File: src/hw/spcd_pkg.sv
/*
 Package for the pass-through command decoder: word offsets within the
 parameter block, option bit positions, command codes, group lengths,
 status layout and the structs that carry decoded results.
 Assumes a 16-bit word view of the parameter block in shared memory.
*/
package spcd_pkg;
   // ----------------------------------------------------------------
   // Block layout
   // ----------------------------------------------------------------
   localparam logic [7:0]  WORD_CODE      = 8'h00;
   localparam logic [7:0]  WORD_OPTIONS   = 8'h01;
   localparam logic [7:0]  WORD_RETSTAT   = 8'h02;
   localparam logic [7:0]  WORD_CDB       = 8'h10;
   localparam logic [7:0]  WORD_SG_LO     = 8'h0C;
   localparam logic [7:0]  WORD_SG_HI     = 8'h0D;
   localparam logic [7:0]  WORD_SENSE_END = 8'h8F;
   localparam logic [7:0]  BLOCK_OVERHEAD = 8'h10;
   // ----------------------------------------------------------------
   // Option bits and return status word bits
   // ----------------------------------------------------------------
   localparam int OPT_INT_EN   = 0;
   localparam int OPT_SG       = 1;
   localparam int OPT_NO_SYNC  = 2;
   localparam int OPT_NO_TMO   = 6;
   localparam int OPT_DIR_READ = 8;
   localparam int RSW_VALID    = 0;
   localparam int RSW_ERROR    = 1;
   // ----------------------------------------------------------------
   // Command codes
   // ----------------------------------------------------------------
   localparam logic [15:0] CMD_PASS      = 16'h0020;
   localparam logic [15:0] CMD_BUS_RESET = 16'h0022;
   localparam logic [15:0] CMD_CTRL_LO   = 16'h0023;
   localparam logic [15:0] CMD_CTRL_HI   = 16'h0053;
   // ----------------------------------------------------------------
   // Lengths and status values
   // ----------------------------------------------------------------
   localparam logic [7:0]  LEN_G0 = 8'h06;
   localparam logic [7:0]  LEN_G1 = 8'h0A;
   localparam logic [7:0]  LEN_G5 = 8'h0C;
   localparam logic [15:0] STAT_OK       = 16'h0000;
   localparam logic [15:0] STAT_BAD_GRP  = 16'h0001;
   localparam logic [15:0] STAT_BAD_CMD  = 16'h0002;
   localparam logic [15:0] RSW_RESET     = 16'h0000;
   localparam logic [3:0]  CDB_WORDS_MAX = 4'h6;

   typedef enum logic [1:0] {
      SPCD_K_PASS  = 2'h0,
      SPCD_K_RESET = 2'h1,
      SPCD_K_CTRL  = 2'h2,
      SPCD_K_BAD   = 2'h3
   } spcd_kind_e;

   typedef struct packed {
      logic        int_en;
      logic        scatter;
      logic        no_sync;
      logic        no_timeout;
      logic        dir_read;
   } spcd_opts_s;

   typedef struct packed {
      logic       bad_group;
      logic [7:0] cdb_len;
   } spcd_len_s;
endpackage

File: src/hw/spcd_grp_len.sv
/*
 Group code length decoder: turns command byte zero and the host block
 length into a descriptor byte count or a reserved-group flag.
 Assumes purely combinational use from the decoder.
*/
`timescale 1ns/1ps
module spcd_grp_len (
   input  wire logic [7:0]         cdb_byte0,
   input  wire logic [7:0]         block_len_words,
   output spcd_pkg::spcd_len_s     len_out
);
   logic [7:0] user_words;

   always_comb begin
      user_words        = block_len_words - spcd_pkg::BLOCK_OVERHEAD;
      len_out.bad_group = 1'b0;
      len_out.cdb_len   = spcd_pkg::LEN_G0;
      case (cdb_byte0[7:5])
         3'd0: len_out.cdb_len = spcd_pkg::LEN_G0;
         3'd1, 3'd2: len_out.cdb_len = spcd_pkg::LEN_G1;
         3'd5: len_out.cdb_len = spcd_pkg::LEN_G5;
         3'd3, 3'd4: len_out.bad_group = 1'b1;
         default: len_out.cdb_len = {user_words[6:0], 1'b0};
      endcase
   end
endmodule

File: src/hw/spcd_top.sv
/*
 Pass-through command decoder. Reads a parameter block word by word
 from shared memory, classifies the command, decodes options and the
 descriptor length, streams command bytes to the target side, writes
 the return status and response valid flag, and drives the VMEbus
 completion interrupt with a cause-dependent vector.
 Assumes single-cycle synchronous memory reads and a target side that
 reports done on a pulse.
*/
`timescale 1ns/1ps
module spcd_top (
   input  wire logic               clk_sys,
   input  wire logic               resetn,
   // Command start
   input  wire logic               cmd_go,
   input  wire logic [7:0]         block_len_words,
   input  wire logic               from_priority_slot,
   // Shared memory port
   output logic                    mem_rd,
   output logic                    mem_wr,
   output logic [7:0]              mem_addr,
   output logic [15:0]             mem_wdata,
   input  wire logic [15:0]        mem_rdata,
   // Host clears the response valid flag
   input  wire logic               response_valid_flag_clr,
   // Target side
   output logic                    cdb_valid,
   output logic [7:0]              cdb_byte,
   output logic                    cdb_last,
   output logic                    local_action,
   output logic                    bus_reset_req,
   output logic                    no_sync,
   output logic                    scatter_mode,
   output logic                    no_timeout,
   output logic                    dir_read,
   input  wire logic               target_done,
   input  wire logic               target_err,
   // VMEbus interrupt
   input  wire logic [7:0]         normal_vector,
   input  wire logic [7:0]         error_vector,
   output logic                    irq_req,
   input  wire logic               iack_done,
   output logic [7:0]              irq_vector,
   output logic                    response_valid_flag,
   output logic                    busy
);
   typedef enum logic [2:0] {
      SPCD_IDLE  = 3'b000,
      SPCD_CODE  = 3'b001,
      SPCD_OPTS  = 3'b011,
      SPCD_CDB   = 3'b010,
      SPCD_WAIT  = 3'b110,
      SPCD_STAT  = 3'b111,
      SPCD_HOLD  = 3'b101
   } spcd_state_e;

   spcd_state_e            state_r, state_nxt;
   spcd_pkg::spcd_kind_e   kind_r, kind_nxt;
   spcd_pkg::spcd_opts_s   opts_r, opts_nxt;
   spcd_pkg::spcd_len_s    glen;
   logic [7:0]             cnt_r, cnt_nxt;
   logic [7:0]             len_r, len_nxt;
   logic [7:0]             blen_r, blen_nxt;
   logic                   err_r, err_nxt;
   logic                   rsv_r, rsv_nxt;
   logic                   irq_r, irq_nxt;
   logic [7:0]             vec_r, vec_nxt;
   logic                   cdv_r, cdv_nxt;
   logic [7:0]             cdb_r, cdb_nxt;
   logic                   cdl_r, cdl_nxt;
   logic [7:0]             lo_r, lo_nxt;
   logic                   half_r, half_nxt;
   logic                   rd_r, rd_nxt;
   logic                   wr_r, wr_nxt;
   logic [7:0]             addr_r, addr_nxt;
   logic [15:0]            wd_r, wd_nxt;
   logic [15:0]            code_w;

   spcd_grp_len u_grp (
      .cdb_byte0       (mem_rdata[15:8]),
      .block_len_words (blen_r),
      .len_out         (glen)
   );

   assign code_w = mem_rdata;

   // ----------------------------------------------------------------
   // Sequencer
   // ----------------------------------------------------------------
   always_comb begin
      state_nxt = state_r;
      kind_nxt  = kind_r;
      opts_nxt  = opts_r;
      cnt_nxt   = cnt_r;
      len_nxt   = len_r;
      blen_nxt  = blen_r;
      err_nxt   = err_r;
      rsv_nxt   = rsv_r;
      irq_nxt   = irq_r;
      vec_nxt   = vec_r;
      cdv_nxt   = 1'b0;
      cdb_nxt   = cdb_r;
      cdl_nxt   = 1'b0;
      lo_nxt    = lo_r;
      half_nxt  = half_r;
      rd_nxt    = 1'b0;
      wr_nxt    = 1'b0;
      addr_nxt  = addr_r;
      wd_nxt    = wd_r;
      if (response_valid_flag_clr && !(state_r == SPCD_STAT && !wr_r && !rsv_r)) begin
         rsv_nxt = 1'b0;
      end
      if (iack_done) begin
         irq_nxt = 1'b0;
      end
      case (state_r)
         SPCD_IDLE: begin
            if (cmd_go) begin
               blen_nxt  = block_len_words;
               rd_nxt    = 1'b1;
               addr_nxt  = spcd_pkg::WORD_CODE;
               state_nxt = SPCD_CODE;
            end
         end
         SPCD_CODE: begin
            if (!rd_r) begin
               err_nxt = 1'b0;
               if (code_w == spcd_pkg::CMD_PASS) begin
                  kind_nxt = spcd_pkg::SPCD_K_PASS;
               end else if (code_w == spcd_pkg::CMD_BUS_RESET) begin
                  kind_nxt = spcd_pkg::SPCD_K_RESET;
               end else if (code_w >= spcd_pkg::CMD_CTRL_LO && code_w <= spcd_pkg::CMD_CTRL_HI
                            && from_priority_slot) begin
                  kind_nxt = spcd_pkg::SPCD_K_CTRL;
               end else begin
                  kind_nxt = spcd_pkg::SPCD_K_BAD;
                  err_nxt  = 1'b1;
               end
               rd_nxt    = 1'b1;
               addr_nxt  = spcd_pkg::WORD_OPTIONS;
               state_nxt = SPCD_OPTS;
            end
         end
         SPCD_OPTS: begin
            if (!rd_r) begin
               opts_nxt.int_en     = mem_rdata[spcd_pkg::OPT_INT_EN];
               opts_nxt.scatter    = mem_rdata[spcd_pkg::OPT_SG];
               opts_nxt.no_sync    = mem_rdata[spcd_pkg::OPT_NO_SYNC];
               opts_nxt.no_timeout = mem_rdata[spcd_pkg::OPT_NO_TMO];
               opts_nxt.dir_read   = mem_rdata[spcd_pkg::OPT_DIR_READ];
               if (kind_r == spcd_pkg::SPCD_K_PASS) begin
                  rd_nxt    = 1'b1;
                  addr_nxt  = spcd_pkg::WORD_CDB;
                  cnt_nxt   = 8'h00;
                  half_nxt  = 1'b0;
                  state_nxt = SPCD_CDB;
               end else begin
                  state_nxt = SPCD_WAIT;
               end
            end
         end
         SPCD_CDB: begin
            if (!rd_r && !half_r) begin
               if (cnt_r == 8'h00) begin
                  len_nxt = glen.cdb_len;
                  if (glen.bad_group) begin
                     err_nxt   = 1'b1;
                     state_nxt = SPCD_STAT;
                  end
               end
               if (!(cnt_r == 8'h00 && glen.bad_group)) begin
                  cdv_nxt  = 1'b1;
                  cdb_nxt  = mem_rdata[15:8];
                  lo_nxt   = mem_rdata[7:0];
                  half_nxt = 1'b1;
                  cnt_nxt  = cnt_r + 8'h01;
                  cdl_nxt  = (cnt_r == 8'h00) ? (glen.cdb_len == 8'h01)
                                              : (cnt_r + 8'h01 == len_r);
                  if (cdl_nxt) begin
                     state_nxt = SPCD_WAIT;
                  end
               end
            end else if (half_r) begin
               cdv_nxt  = 1'b1;
               cdb_nxt  = lo_r;
               half_nxt = 1'b0;
               cnt_nxt  = cnt_r + 8'h01;
               cdl_nxt  = (cnt_r + 8'h01 == len_r);
               if (cdl_nxt) begin
                  state_nxt = SPCD_WAIT;
               end else begin
                  rd_nxt   = 1'b1;
                  addr_nxt = addr_r + 8'h01;
               end
            end
         end
         SPCD_WAIT: begin
            if (kind_r == spcd_pkg::SPCD_K_BAD) begin
               state_nxt = SPCD_STAT;
            end else if (target_done) begin
               err_nxt   = target_err;
               state_nxt = SPCD_STAT;
            end
         end
         SPCD_STAT: begin
            if (!rsv_r && !irq_r) begin
               wr_nxt    = 1'b1;
               addr_nxt  = spcd_pkg::WORD_RETSTAT;
               wd_nxt    = err_r ? ((kind_r == spcd_pkg::SPCD_K_BAD) ? spcd_pkg::STAT_BAD_CMD
                                                                     : spcd_pkg::STAT_BAD_GRP)
                                 : spcd_pkg::STAT_OK;
               rsv_nxt   = 1'b1;
               irq_nxt   = opts_r.int_en;
               vec_nxt   = err_r ? error_vector : normal_vector;
               state_nxt = SPCD_HOLD;
            end
         end
         SPCD_HOLD: begin
            state_nxt = SPCD_IDLE;
         end
         default: state_nxt = SPCD_IDLE;
      endcase
   end

   always_ff @(posedge clk_sys) begin
      if (!resetn) begin
         state_r <= SPCD_IDLE;
         kind_r  <= spcd_pkg::SPCD_K_PASS;
         opts_r  <= '0;
         cnt_r   <= 8'h00;
         len_r   <= 8'h00;
         blen_r  <= 8'h00;
         err_r   <= 1'b0;
         rsv_r   <= 1'b0;
         irq_r   <= 1'b0;
         vec_r   <= 8'h00;
         cdv_r   <= 1'b0;
         cdb_r   <= 8'h00;
         cdl_r   <= 1'b0;
         lo_r    <= 8'h00;
         half_r  <= 1'b0;
         rd_r    <= 1'b0;
         wr_r    <= 1'b0;
         addr_r  <= 8'h00;
         wd_r    <= 16'h0000;
      end else begin
         state_r <= state_nxt;
         kind_r  <= kind_nxt;
         opts_r  <= opts_nxt;
         cnt_r   <= cnt_nxt;
         len_r   <= len_nxt;
         blen_r  <= blen_nxt;
         err_r   <= err_nxt;
         rsv_r   <= rsv_nxt;
         irq_r   <= irq_nxt;
         vec_r   <= vec_nxt;
         cdv_r   <= cdv_nxt;
         cdb_r   <= cdb_nxt;
         cdl_r   <= cdl_nxt;
         lo_r    <= lo_nxt;
         half_r  <= half_nxt;
         rd_r    <= rd_nxt;
         wr_r    <= wr_nxt;
         addr_r  <= addr_nxt;
         wd_r    <= wd_nxt;
      end
   end

   assign mem_rd              = rd_r;
   assign mem_wr              = wr_r;
   assign mem_addr            = addr_r;
   assign mem_wdata           = wd_r;
   assign cdb_valid           = cdv_r;
   assign cdb_byte            = cdb_r;
   assign cdb_last            = cdl_r;
   assign local_action        = (kind_r == spcd_pkg::SPCD_K_CTRL) && state_r == SPCD_WAIT;
   assign bus_reset_req       = (kind_r == spcd_pkg::SPCD_K_RESET) && state_r == SPCD_WAIT;
   assign no_sync             = opts_r.no_sync;
   assign scatter_mode        = opts_r.scatter;
   assign no_timeout          = opts_r.no_timeout;
   assign dir_read            = opts_r.dir_read;
   assign irq_req             = irq_r;
   assign irq_vector          = vec_r;
   assign response_valid_flag = rsv_r;
   assign busy                = state_r != SPCD_IDLE;

   // ----------------------------------------------------------------
   // Checks
   // ----------------------------------------------------------------
   AST_IRQ_NEEDS_VALID: assert property (@(posedge clk_sys) disable iff (!resetn)
      $rose(irq_r) |-> rsv_r) else $error("irq without valid flag");
   AST_IRQ_GATED: assert property (@(posedge clk_sys) disable iff (!resetn)
      $rose(irq_r) |-> opts_r.int_en) else $error("irq while disabled");
   AST_IACK_DROP: assert property (@(posedge clk_sys) disable iff (!resetn)
      iack_done |=> !irq_r) else $error("irq held after ack");
   AST_NO_REPOST: assert property (@(posedge clk_sys) disable iff (!resetn)
      (rsv_r && !$rose(rsv_r)) |-> !$rose(irq_r)) else $error("repost before clear");
   AST_STATUS_ADDR: assert property (@(posedge clk_sys) disable iff (!resetn)
      wr_r |-> addr_r == spcd_pkg::WORD_RETSTAT) else $error("bad status addr");
   AST_VALID_SET: assert property (@(posedge clk_sys) disable iff (!resetn)
      wr_r |-> rsv_r) else $error("status without valid");
   AST_VEC_CAUSE: assert property (@(posedge clk_sys) disable iff (!resetn)
      $rose(irq_r) |-> vec_r == (err_r ? $past(error_vector) : $past(normal_vector)))
      else $error("wrong vector");
   AST_CDB_START: assert property (@(posedge clk_sys) disable iff (!resetn)
      (state_r == SPCD_OPTS && state_nxt == SPCD_CDB) |=> addr_r == spcd_pkg::WORD_CDB)
      else $error("cdb not at word 16");
   AST_CDB_COUNT: assert property (@(posedge clk_sys) disable iff (!resetn)
      cdl_r |-> cnt_r == len_r) else $error("cdb length mismatch");
   COV_IRQ: cover property (@(posedge clk_sys) $rose(irq_r));
   COV_CDB_LAST: cover property (@(posedge clk_sys) cdl_r);
   COV_ERR: cover property (@(posedge clk_sys) wr_r && err_r);
endmodule

File: config.mk
export PLATFORM = sky130hd
export DESIGN_NAME = spcd_top
export DESIGN_NICKNAME = d
export VERILOG_FILES = /design/src/hw/spcd_pkg.sv /design/src/hw/spcd_grp_len.sv /design/src/hw/spcd_top.sv
export SDC_FILE = /design/constraint.sdc
export NUM_CORES = 1
export LEC_CHECK = 0
export BUFFER_PORTS_ARGS = -buffer_cell sky130_fd_sc_hd__buf_2
export CAP_MARGIN = 10
export CORE_ASPECT_RATIO = 0.75
export CORE_MARGIN = 2
export CORE_UTILIZATION = 40
export DETAILED_ROUTE_END_ITERATION = 12
export RECOVER_POWER = 50
export SLEW_MARGIN = 0
export SYNTH_ARGS = -nofsm -noshare
export SYNTH_HDL_FRONTEND = slang
export SYNTH_SLANG_ARGS = --single-unit
File: constraint.sdc
create_clock -name clk_sys -period 3.1 [get_ports clk_sys]
set_clock_uncertainty 0.1 [all_clocks]
set_input_delay 0.465 -clock clk_sys [delete_from_list [all_inputs] [get_ports clk_sys]]
set_output_delay 0.465 -clock clk_sys [all_outputs]
set_load 0.02 [all_outputs]
==> results of run 1 <==
==> per-stage QoR <==
step	setup slack [ps]	instance area (µm²)	power [W]
6_report	198	4680	0.00349
5_1_grt	52.1	4680	0.00368
4_1_cts	175	4730	0.00351
3_5_place_dp	186	4370	0.00226
3_3_place_gp	285	4370	0.00224
2_1_floorplan	476	3960	0.00196
==> cell usage in the layout, fill, tap and decap left out, drive strengths merged, types with 4 or more instances in the layout <==
cell type	instances
nor2	67
dfxtp	74
a21oi	45
buf	59
clkbuf	48
o22ai	4
nor4b	4
ha	4
a311oi	10
o211ai	4
mux2i	27
conb	14
nor4	4
inv	16
nand2b	7
nand3	14
and2	6
nand2	52
nand4	6
and3	6
or3	7
nor3	12
o21ai	30
a211oi	9
xnor2	8
==> final cells by class <==
| class | count | area [µm²] |
|---|---|---|
| multi-input cells | 374 | 2170 |
| repair buffers | 96 | 457 |
| flip-flops and latches | 74 | 1480 |
| inverters | 14 | 52.6 |
| clock buffers | 11 | 253 |
| clock inverters | 5 | 108 |
| fillers | 1009 | 4900 |
| well taps | 132 | 165 |
==> worst min path at each step <==
stage | slack (ps) | end | cells past startpoint | start
floorplan | 340 | blen_r[0] | 2 | blen_r[0]
global placement | 350 | blen_r[2] | 2 | blen_r[2]
detailed placement | 350 | blen_r[2] | 2 | blen_r[2]
CTS | 250 | blen_r[0] | 3 | block_len_words[0]
global route | 270 | blen_r[5] | 3 | block_len_words[5]
finish | 270 | blen_r[0] | 3 | block_len_words[0]
==> routing by layer <==
metal	GRT usage, %	share of wire (%)
met2	28.1	41
met5	0	0
met1	28.4	52
met4	5.04	0.73
met3	4.55	5.8
==> where the power goes <==
part           switching [W]  internal (W)  total (W)
sequential          0.000151       0.00106    0.00121
combinational       0.000647      0.000379    0.00103
clock               0.000412      0.000836    0.00125
==> kinds of logic after synthesis <==
| kind of cell | Yosys count | share of synthesized area (%) |
|---|---|---|
| other | 1 | 0.0959 |
| XOR/XNOR | 9 | 2.02 |
| flip-flops | 74 | 37.9 |
| multiplexers | 27 | 6.91 |
| AND/OR/NAND/NOR | 202 | 25.0 |
| buffers and inverters | 62 | 7.91 |
| AO/OA/AOI/OAI | 118 | 18.9 |
| adder cells (fa/ha/maj) | 4 | 1.28 |
==> tightest hold or removal path: stages <==
cell and delay (ps):
sky130_fd_sc_hd__buf_2 90, sky130_fd_sc_hd__nand2_1 50, sky130_fd_sc_hd__a21oi_1 50
==> flip-flops by register name, indices dropped and copies added, names as in the netlist, 2 cells and up <==
signal,flops
blen_r,7
lo_r,8
mem_wdata,2
kind_r,2
irq_vector,8
state_r,3
cnt_r,8
cdb_byte,8
len_r,7
mem_addr,8
==> flow_summary.json, run 1 <==
{
  "num-nets-final": 621,
  "max-vdd-ir-drop_mv": 0.359,
  "htree_num_levels": 3,
  "timing.final.hold_violations": 0,
  "post_cts_hold_buffer_count": 0,
  "tightest_slew_ps": 782,
  "power_density_mw_per_mm2": 744,
  "fin_crit_ps": 2900,
  "fp-row-count": 31,
  "layout-drive-gt1-share_pct": 14.3,
  "cp_data_arrival_time_ps": 3060,
  "routabilityCongestion": 0.824,
  "period_share_pct": 93.6,
  "total_leakage_power_nw": 1.81,
  "synth_area_mm2": 0.00391,
  "maxSlewHeadroom_pct": 47.7,
  "synthDominantAreaCellType": "sky130_fd_sc_hd__dfxtp_1",
  "initialDrtViolationCount": 213,
  "count_of_nets_left_with_antenna_violations_after_detail_routing": 0,
  "finalMaxSlewViolations": 0,
  "layoutNonFillerInstCount": 706,
  "holdWs_ps": 265,
  "timing.critical_path.depth": 7,
  "place_inst": 690,
  "pin_count": 101,
  "clock-sinks": 74,
  "clock_tree.root_cell": "sky130_fd_sc_hd__clkbuf_16",
  "synthDominantCellAreaShare_pct": 37.9,
  "die-width_um": 118,
  "synth_seq_area_share_pct": 37.9,
  "cts_buffers": 9,
  "setup.worst_path.end": "mem_addr[0]",
  "timing.reg2reg.setup_slack_ps": 200,
  "reg2reg_to": "mem_addr[0]",
  "setup.worst_path.end_class": "flop",
  "detailroute.via_count": 3658,
  "clock_path_buffers": 2,
  "finalSetupViolations": 0,
  "grt_pass1_wl_um": 16200,
  "required_ps": 3260,
  "cts_resized": 0,
  "antennaDiodeCount": 0,
  "design.die.area_mm2": 0.0106,
  "top_cells_by_area_synth": "sky130_fd_sc_hd__dfxtp_1 38%, sky130_fd_sc_hd__mux2i_1 6.9%, sky130_fd_sc_hd__nor2_1 6.4%",
  "worst_r2r_path_depth": 7,
  "drc": 0,
  "postSynth.topFlopCell": "sky130_fd_sc_hd__dfxtp_1",
  "largest_net_degree_at_the_start_of_global_routing": 48,
  "synth-edff-count": 0,
  "worstPathBufferInverterCount": 0,
  "drt-total-wl_um": 10200,
  "critPathLaunch": "cnt_r[0]",
  "outcome": "finished, final reports clean",
  "dr.pass1.iters": 4,
  "crit_family": "simple AND/OR/NAND/NOR gates",
  "maxClockFrequency_mhz": 345,
  "postSynth.asyncResetShare_pct": 0,
  "synthCells": 497,
  "slowest_delay_ps": 700,
  "slowest_stage": "sky130_fd_sc_hd__or4_1",
  "setup_tns_ps": 0,
  "unrepaired_setup_endpoints_after_global_routing": "false",
  "wl_per_cell_um": 14.4,
  "yosys_warnings": 0,
  "cp_max_fo": 7,
  "netlist-cell-type-count": 53,
  "max_cap_viol_count": 0,
  "timing.critical_path.from_type": "flop",
  "utilization_pct": 48.9,
  "clkTransAtPathRegs_ps": 60,
  "worstSkewPairLatency_ps": 340,
  "synth_most_common_cell": "sky130_fd_sc_hd__dfxtp_1",
  "grt_pass1_vias": 3212,
  "cts_post_setup_buffers_inserted": 0,
  "critPathKind": "reg2reg",
  "place.detailed.hpwl_um": 7350,
  "path_cells": "ha_1 -> and3_4 -> a21oi_1 -> or4_4 -> or4_1 -> o21ai_4 -> mux2i_1",
  "initial_antenna_violation_count": 0,
  "timing.rr.start": "cnt_r[0]",
  "synth_seq_cells": 74,
  "port_buffers": 85,
  "grtUsageTotal_pct": 19.2,
  "hold_path.class": "in2reg",
  "cts_tree": "done",
  "top_post_synthesis_cells_by_count": "74 x sky130_fd_sc_hd__dfxtp_1, 67 x sky130_fd_sc_hd__nor2_1, 52 x sky130_fd_sc_hd__nand2_1",
  "synth_area_per_cell_um2": 7.86,
  "area_added_between_synthesis_and_finish_pct": 19.8,
  "floorplan.initialDensity_pct": 40.8,
  "die_h_um": 89.6,
  "core-area_mm2": 0.00958,
  "detail_route.vias_per_cell": 5.18,
  "total_congestion_overflow": 0
}
Note: power is estimated with default switching activity, not from simulation.
==> run 2: changes to the inputs <==
--- a/config.mk
+++ b/config.mk
@@ -12,6 +12,7 @@
 export CORE_UTILIZATION = 40
 export DETAILED_ROUTE_END_ITERATION = 12
 export RECOVER_POWER = 50
+export REMOVE_ABC_BUFFERS = 1
 export SLEW_MARGIN = 0
 export SYNTH_ARGS = -nofsm -noshare
 export SYNTH_HDL_FRONTEND = slang
==> run 2 against run 1 <==
  * Via count grew 2.2%
  * Clock power shrank 20%
  * Sequential share of layout area grew 0.47 points
  * Worst hold slack gained 5.7 ps
  * Highest routed layer unchanged
  * Largest power group is now registers
==> flow_summary.json, run 2 (synthesis results as in run 1) <==
{
  "largest_net_degree_at_the_start_of_global_routing": 50,
  "cts_buffers": 9,
  "layoutNonFillerInstCount": 707,
  "outcome": "finished, final reports clean",
  "cts_post_setup_buffers_inserted": 0,
  "num-nets-final": 622,
  "global_route.usage.met2_pct": 28.6,
  "final_cell_mix": "74 x sky130_fd_sc_hd__dfxtp_1, 67 x sky130_fd_sc_hd__nor2_1, 52 x sky130_fd_sc_hd__nand2_1",
  "tightest_slew_ps": 848,
  "fin_crit_ps": 2900,
  "cts_tree": "done",
  "max-vdd-ir-drop_mv": 0.288,
  "drt-total-wl_um": 10300,
  "hold_path.class": "in2reg",
  "layout-drive-gt1-share_pct": 14.1,
  "design.die.area_mm2": 0.0106,
  "pin_count": 101,
  "detail_route.vias_per_cell": 5.29,
  "die_h_um": 89.6,
  "pre_cts_ws_ps": 212,
  "wl_per_cell_um": 14.6,
  "place.detailed.hpwl_um": 7430,
  "setup_tns_ps": 0,
  "htree_num_levels": 3,
  "required_ps": 3260,
  "count_of_nets_left_with_antenna_violations_after_detail_routing": 0,
  "grtUsageTotal_pct": 19.8,
  "grt_pass1_wl_um": 16600,
  "maxClockFrequency_mhz": 345,
  "period_share_pct": 93.6,
  "initialDrtViolationCount": 336,
  "utilization_pct": 48.2,
  "critPathKind": "reg2reg",
  "finalMaxSlewViolations": 0,
  "clkTransAtPathRegs_ps": 60,
  "worstSkewPairLatency_ps": 330,
  "dr.pass1.iters": 5,
  "clock-sinks": 74,
  "cp_max_fo": 7,
  "timing.critical_path.from_type": "flop",
  "antennaDiodeCount": 0,
  "core-area_mm2": 0.00958,
  "total_leakage_power_nw": 1.77,
  "seqCellArea_mm2": 0.00148,
  "initial_antenna_violation_count": 0,
  "detailroute.via_count": 3739,
  "grt.met1_usage_pct": 28.4,
  "clock_tree.root_cell": "sky130_fd_sc_hd__clkbuf_16",
  "max_cap_viol_count": 0,
  "floorplan.initialDensity_pct": 40.8,
  "die-width_um": 118,
  "power_density_mw_per_mm2": 704,
  "drc": 0,
  "maxSlewHeadroom_pct": 43.2,
  "cts_resized": 0,
  "timing.final.hold_violations": 0,
  "post_cts_hold_buffer_count": 0,
  "clock_path_buffers": 2,
  "total_congestion_overflow": 0,
  "place_inst": 691,
  "global_route.peak_usage_layer": "met2",
  "grt_pass1_vias": 3251,
  "met3_usage_pct": 5.93,
  "finalSetupViolations": 0,
  "setup.worst_path.end_class": "flop",
  "final_common_cell": "sky130_fd_sc_hd__dfxtp_1",
  "routabilityCongestion": 0.832,
  "final.fill_count": 1014,
  "setup_ws_ps": 197,
  "area_added_between_synthesis_and_finish_pct": 18.1,
  "port_buffers": 85,
  "cp_data_arrival_time_ps": 3070,
  "multi_input_comb_area_mm2": 0.00217,
  "unrepaired_setup_endpoints_after_global_routing": "false",
  "fp-row-count": 31
}
run 2: metrics by stage:
step	total power, W	hold slack [ps]	instance area, µm²
floorplan	0.00190	336	3700
global placement	0.00224	343	4380
detailed placement	0.00227	351	4380
CTS	0.00328	257	4670
global route	0.00346	279	4610
finish	0.00325	271	4610
run 2: metal layers:
layer  wire length (µm)  part of all wire (%)  vias to the layer above
li1                   -                     -                     1883
met1               5070                    49                     1731
met2               4430                    43                      116
met3                710                   6.9                        9
met4                111                   1.1                        0
met5                  0                     0                        -
run 2: worst max-delay path: stages (launching register included):
cell and delay, ps:
sky130_fd_sc_hd__dfxtp_1 420, sky130_fd_sc_hd__ha_1 300, sky130_fd_sc_hd__and3_4 240, sky130_fd_sc_hd__a21oi_1 70, sky130_fd_sc_hd__or4_4 530, sky130_fd_sc_hd__or4_1 710
sky130_fd_sc_hd__o21ai_4 270, sky130_fd_sc_hd__mux2i_1 200
run 2: cell type report:
| cell class | instances | share of cell area (%) |
|---|---|---|
| repair buffers | 97 | 9.90 |
| clock buffers | 12 | 5.78 |
| inverters | 14 | 1.14 |
| well taps | 132 | 3.58 |
| clock inverters | 4 | 0.542 |
| multi-input cells | 374 | 47.0 |
| flip-flops and latches | 74 | 32.1 |
run 2: worst paths after layout:
check / slack, ps / startpoint / cells past startpoint / end
worst max-delay path: 200 / cnt_r[0] / 7 / mem_addr[4]
worst min-delay path: 270 / block_len_words[6] / 3 / blen_r[6]
worst max register to register: 200 / cnt_r[0] / 7 / mem_addr[4]
worst min register to register: 360 / blen_r[2] / 2 / blen_r[2]
run 2: where the power goes:
group          internal [W]  switching [W]
Clock              0.000604       0.000397
Sequential          0.00106       0.000137
Combinational      0.000380       0.000668
==> run 3: changes to the inputs <==
--- a/config.mk
+++ b/config.mk
@@ -8,7 +8,6 @@
 export BUFFER_PORTS_ARGS = -buffer_cell sky130_fd_sc_hd__buf_2
 export CAP_MARGIN = 10
 export CORE_ASPECT_RATIO = 0.75
-export CORE_MARGIN = 2
 export CORE_UTILIZATION = 40
 export DETAILED_ROUTE_END_ITERATION = 12
 export RECOVER_POWER = 50
==> run 3 against run 2 <==
  * Clock-buffer cell count shrank 2
  * Largest cell class unchanged
  * Global-route usage grew 0.55 points
  * Non-clock buffer count grew 1
  * Combinational power is essentially flat
  * Utilization grew 2.0 points
  * Critical endpoint is now mem_addr[1]
  * Register-to-register slack lost 20 ps
  * Total power grew 3.2%
  * Critical path depth is the same
  * Worst hold slack lost 0.99 ps
  * Die area shrank 3.9%
  * Design area grew 0.73%
==> flow_summary.json, run 3 (synthesis results as in run 1) <==
{
  "outcome": "finished, final reports clean",
  "period_share_pct": 94.3,
  "cts_tree": "done",
  "fp-row-count": 30,
  "pin_count": 101,
  "worstPathBufferInverterCount": 0,
  "area_added_between_synthesis_and_finish_pct": 18.9,
  "path_cells": "ha_1 -> and3_4 -> a21oi_1 -> or4_4 -> or4_1 -> o21ai_4 -> mux2i_1",
  "cp_data_arrival_time_ps": 3080,
  "drt-total-wl_um": 10000,
  "fin_crit_ps": 2920,
  "cts_resized": 0,
  "power_density_mw_per_mm2": 721,
  "design.die.area_mm2": 0.0102,
  "initialDrtViolationCount": 199,
  "critPathKind": "reg2reg",
  "total_leakage_power_nw": 1.80,
  "drc": 0,
  "timing.final.hold_violations": 0,
  "hold_path.class": "in2reg",
  "finalSetupViolations": 0,
  "crit_family": "simple AND/OR/NAND/NOR gates",
  "clock_tree.root_cell": "sky130_fd_sc_hd__clkbuf_16",
  "max-vdd-ir-drop_mv": 0.380,
  "post_cts_hold_buffer_count": 0,
  "setup_tns_ps": 0,
  "count_of_nets_left_with_antenna_violations_after_detail_routing": 0,
  "timing.reg2reg.setup_slack_ps": 180,
  "maxClockFrequency_mhz": 342,
  "tightest_slew_ps": 1020,
  "grt_pass1_vias": 3254,
  "routabilityCongestion": 0.841,
  "dr.pass1.iters": 4,
  "grtUsageTotal_pct": 20.3,
  "slowest_delay_ps": 710,
  "maxSlewHeadroom_pct": 32.2,
  "detail_route.vias_per_cell": 5.21,
  "grt_pass1_wl_um": 16100,
  "htree_num_levels": 3,
  "port_buffers": 85,
  "die_h_um": 87.6,
  "initial_antenna_violation_count": 0,
  "setup.worst_path.end_class": "flop",
  "slowest_stage": "sky130_fd_sc_hd__or4_1",
  "num-nets-final": 623,
  "final_common_cell": "sky130_fd_sc_hd__dfxtp_1",
  "required_ps": 3260,
  "cts_post_setup_buffers_inserted": 0,
  "clkTransAtPathRegs_ps": 60,
  "place.detailed.hpwl_um": 7350,
  "cts_buffers": 9,
  "clock_path_buffers": 2,
  "unrepaired_setup_endpoints_after_global_routing": "false",
  "final_cell_mix": "74 x sky130_fd_sc_hd__dfxtp_1, 67 x sky130_fd_sc_hd__nor2_1, 52 x sky130_fd_sc_hd__nand2_1",
  "worstSkewPairLatency_ps": 330,
  "timing.critical_path.from_type": "flop",
  "max_cap_viol_count": 0,
  "die-width_um": 116,
  "largest_net_degree_at_the_start_of_global_routing": 47,
  "floorplan.initialDensity_pct": 42.2,
  "finalMaxSlewViolations": 0,
  "total_congestion_overflow": 0,
  "antennaDiodeCount": 0,
  "cp_max_fo": 7,
  "detailroute.via_count": 3670,
  "layout-drive-gt1-share_pct": 14.1,
  "holdWs_ps": 270,
  "core-area_mm2": 0.00927,
  "clock-sinks": 74,
  "utilization_pct": 50.1,
  "wl_per_cell_um": 14.2
}
==> run 3: worst register-to-register path: stages (launching register included) <==
cell                      delay [ps]
sky130_fd_sc_hd__dfxtp_1         440
sky130_fd_sc_hd__ha_1            300
sky130_fd_sc_hd__and3_4          240
sky130_fd_sc_hd__a21oi_1          70
sky130_fd_sc_hd__or4_4           530
sky130_fd_sc_hd__or4_1           710
sky130_fd_sc_hd__o21ai_4         260
sky130_fd_sc_hd__mux2i_1         200
==> run 3: power breakdown <==
part,switching (W),internal (W)
Clock,0.000403,0.000707
Combinational,0.000645,0.000389
Sequential,0.000146,0.00106
==> run 3: path summary, 6_finish.rpt <==
kind,start,to,cells after the start
max,cnt_r[0],mem_addr[1],7
min,block_len_words[0],blen_r[0],3
max reg2reg,cnt_r[0],mem_addr[1],7
min reg2reg,blen_r[5],blen_r[5],2
==> run 3: cell type report <==
class | instances | area [µm²]
clock buffer | 10 | 229
multi-input combinational | 374 | 2170
tap | 128 | 160
fill | 968 | 4620
inverter | 14 | 52.6
clock inverter | 6 | 90.1
sequential | 74 | 1480
timing repair buffer | 98 | 468
==> run 3: stage by stage <==
step                cells  power, W  setup WS (ps)  instance area [µm²]
floorplan             462   0.00190            326                 3700
global placement      688   0.00225            263                 4380
detailed placement    688   0.00227            176                 4380
CTS                   704   0.00340            163                 4700
global route          704   0.00356           30.6                 4650
finish                704   0.00335            178                 4650
==> run 3: routing by layer <==
metal | global-route usage [%] | part of all wire [%] | vias up | routed length [µm]
met5 | 0 | 0 | - | 0
met2 | 29.4 | 43 | 98 | 4340
li1 | - | - | 1873 | -
met3 | 5.33 | 6.2 | 4 | 621
met4 | 5.59 | 0.44 | 0 | 44
met1 | 29.7 | 50 | 1695 | 5020
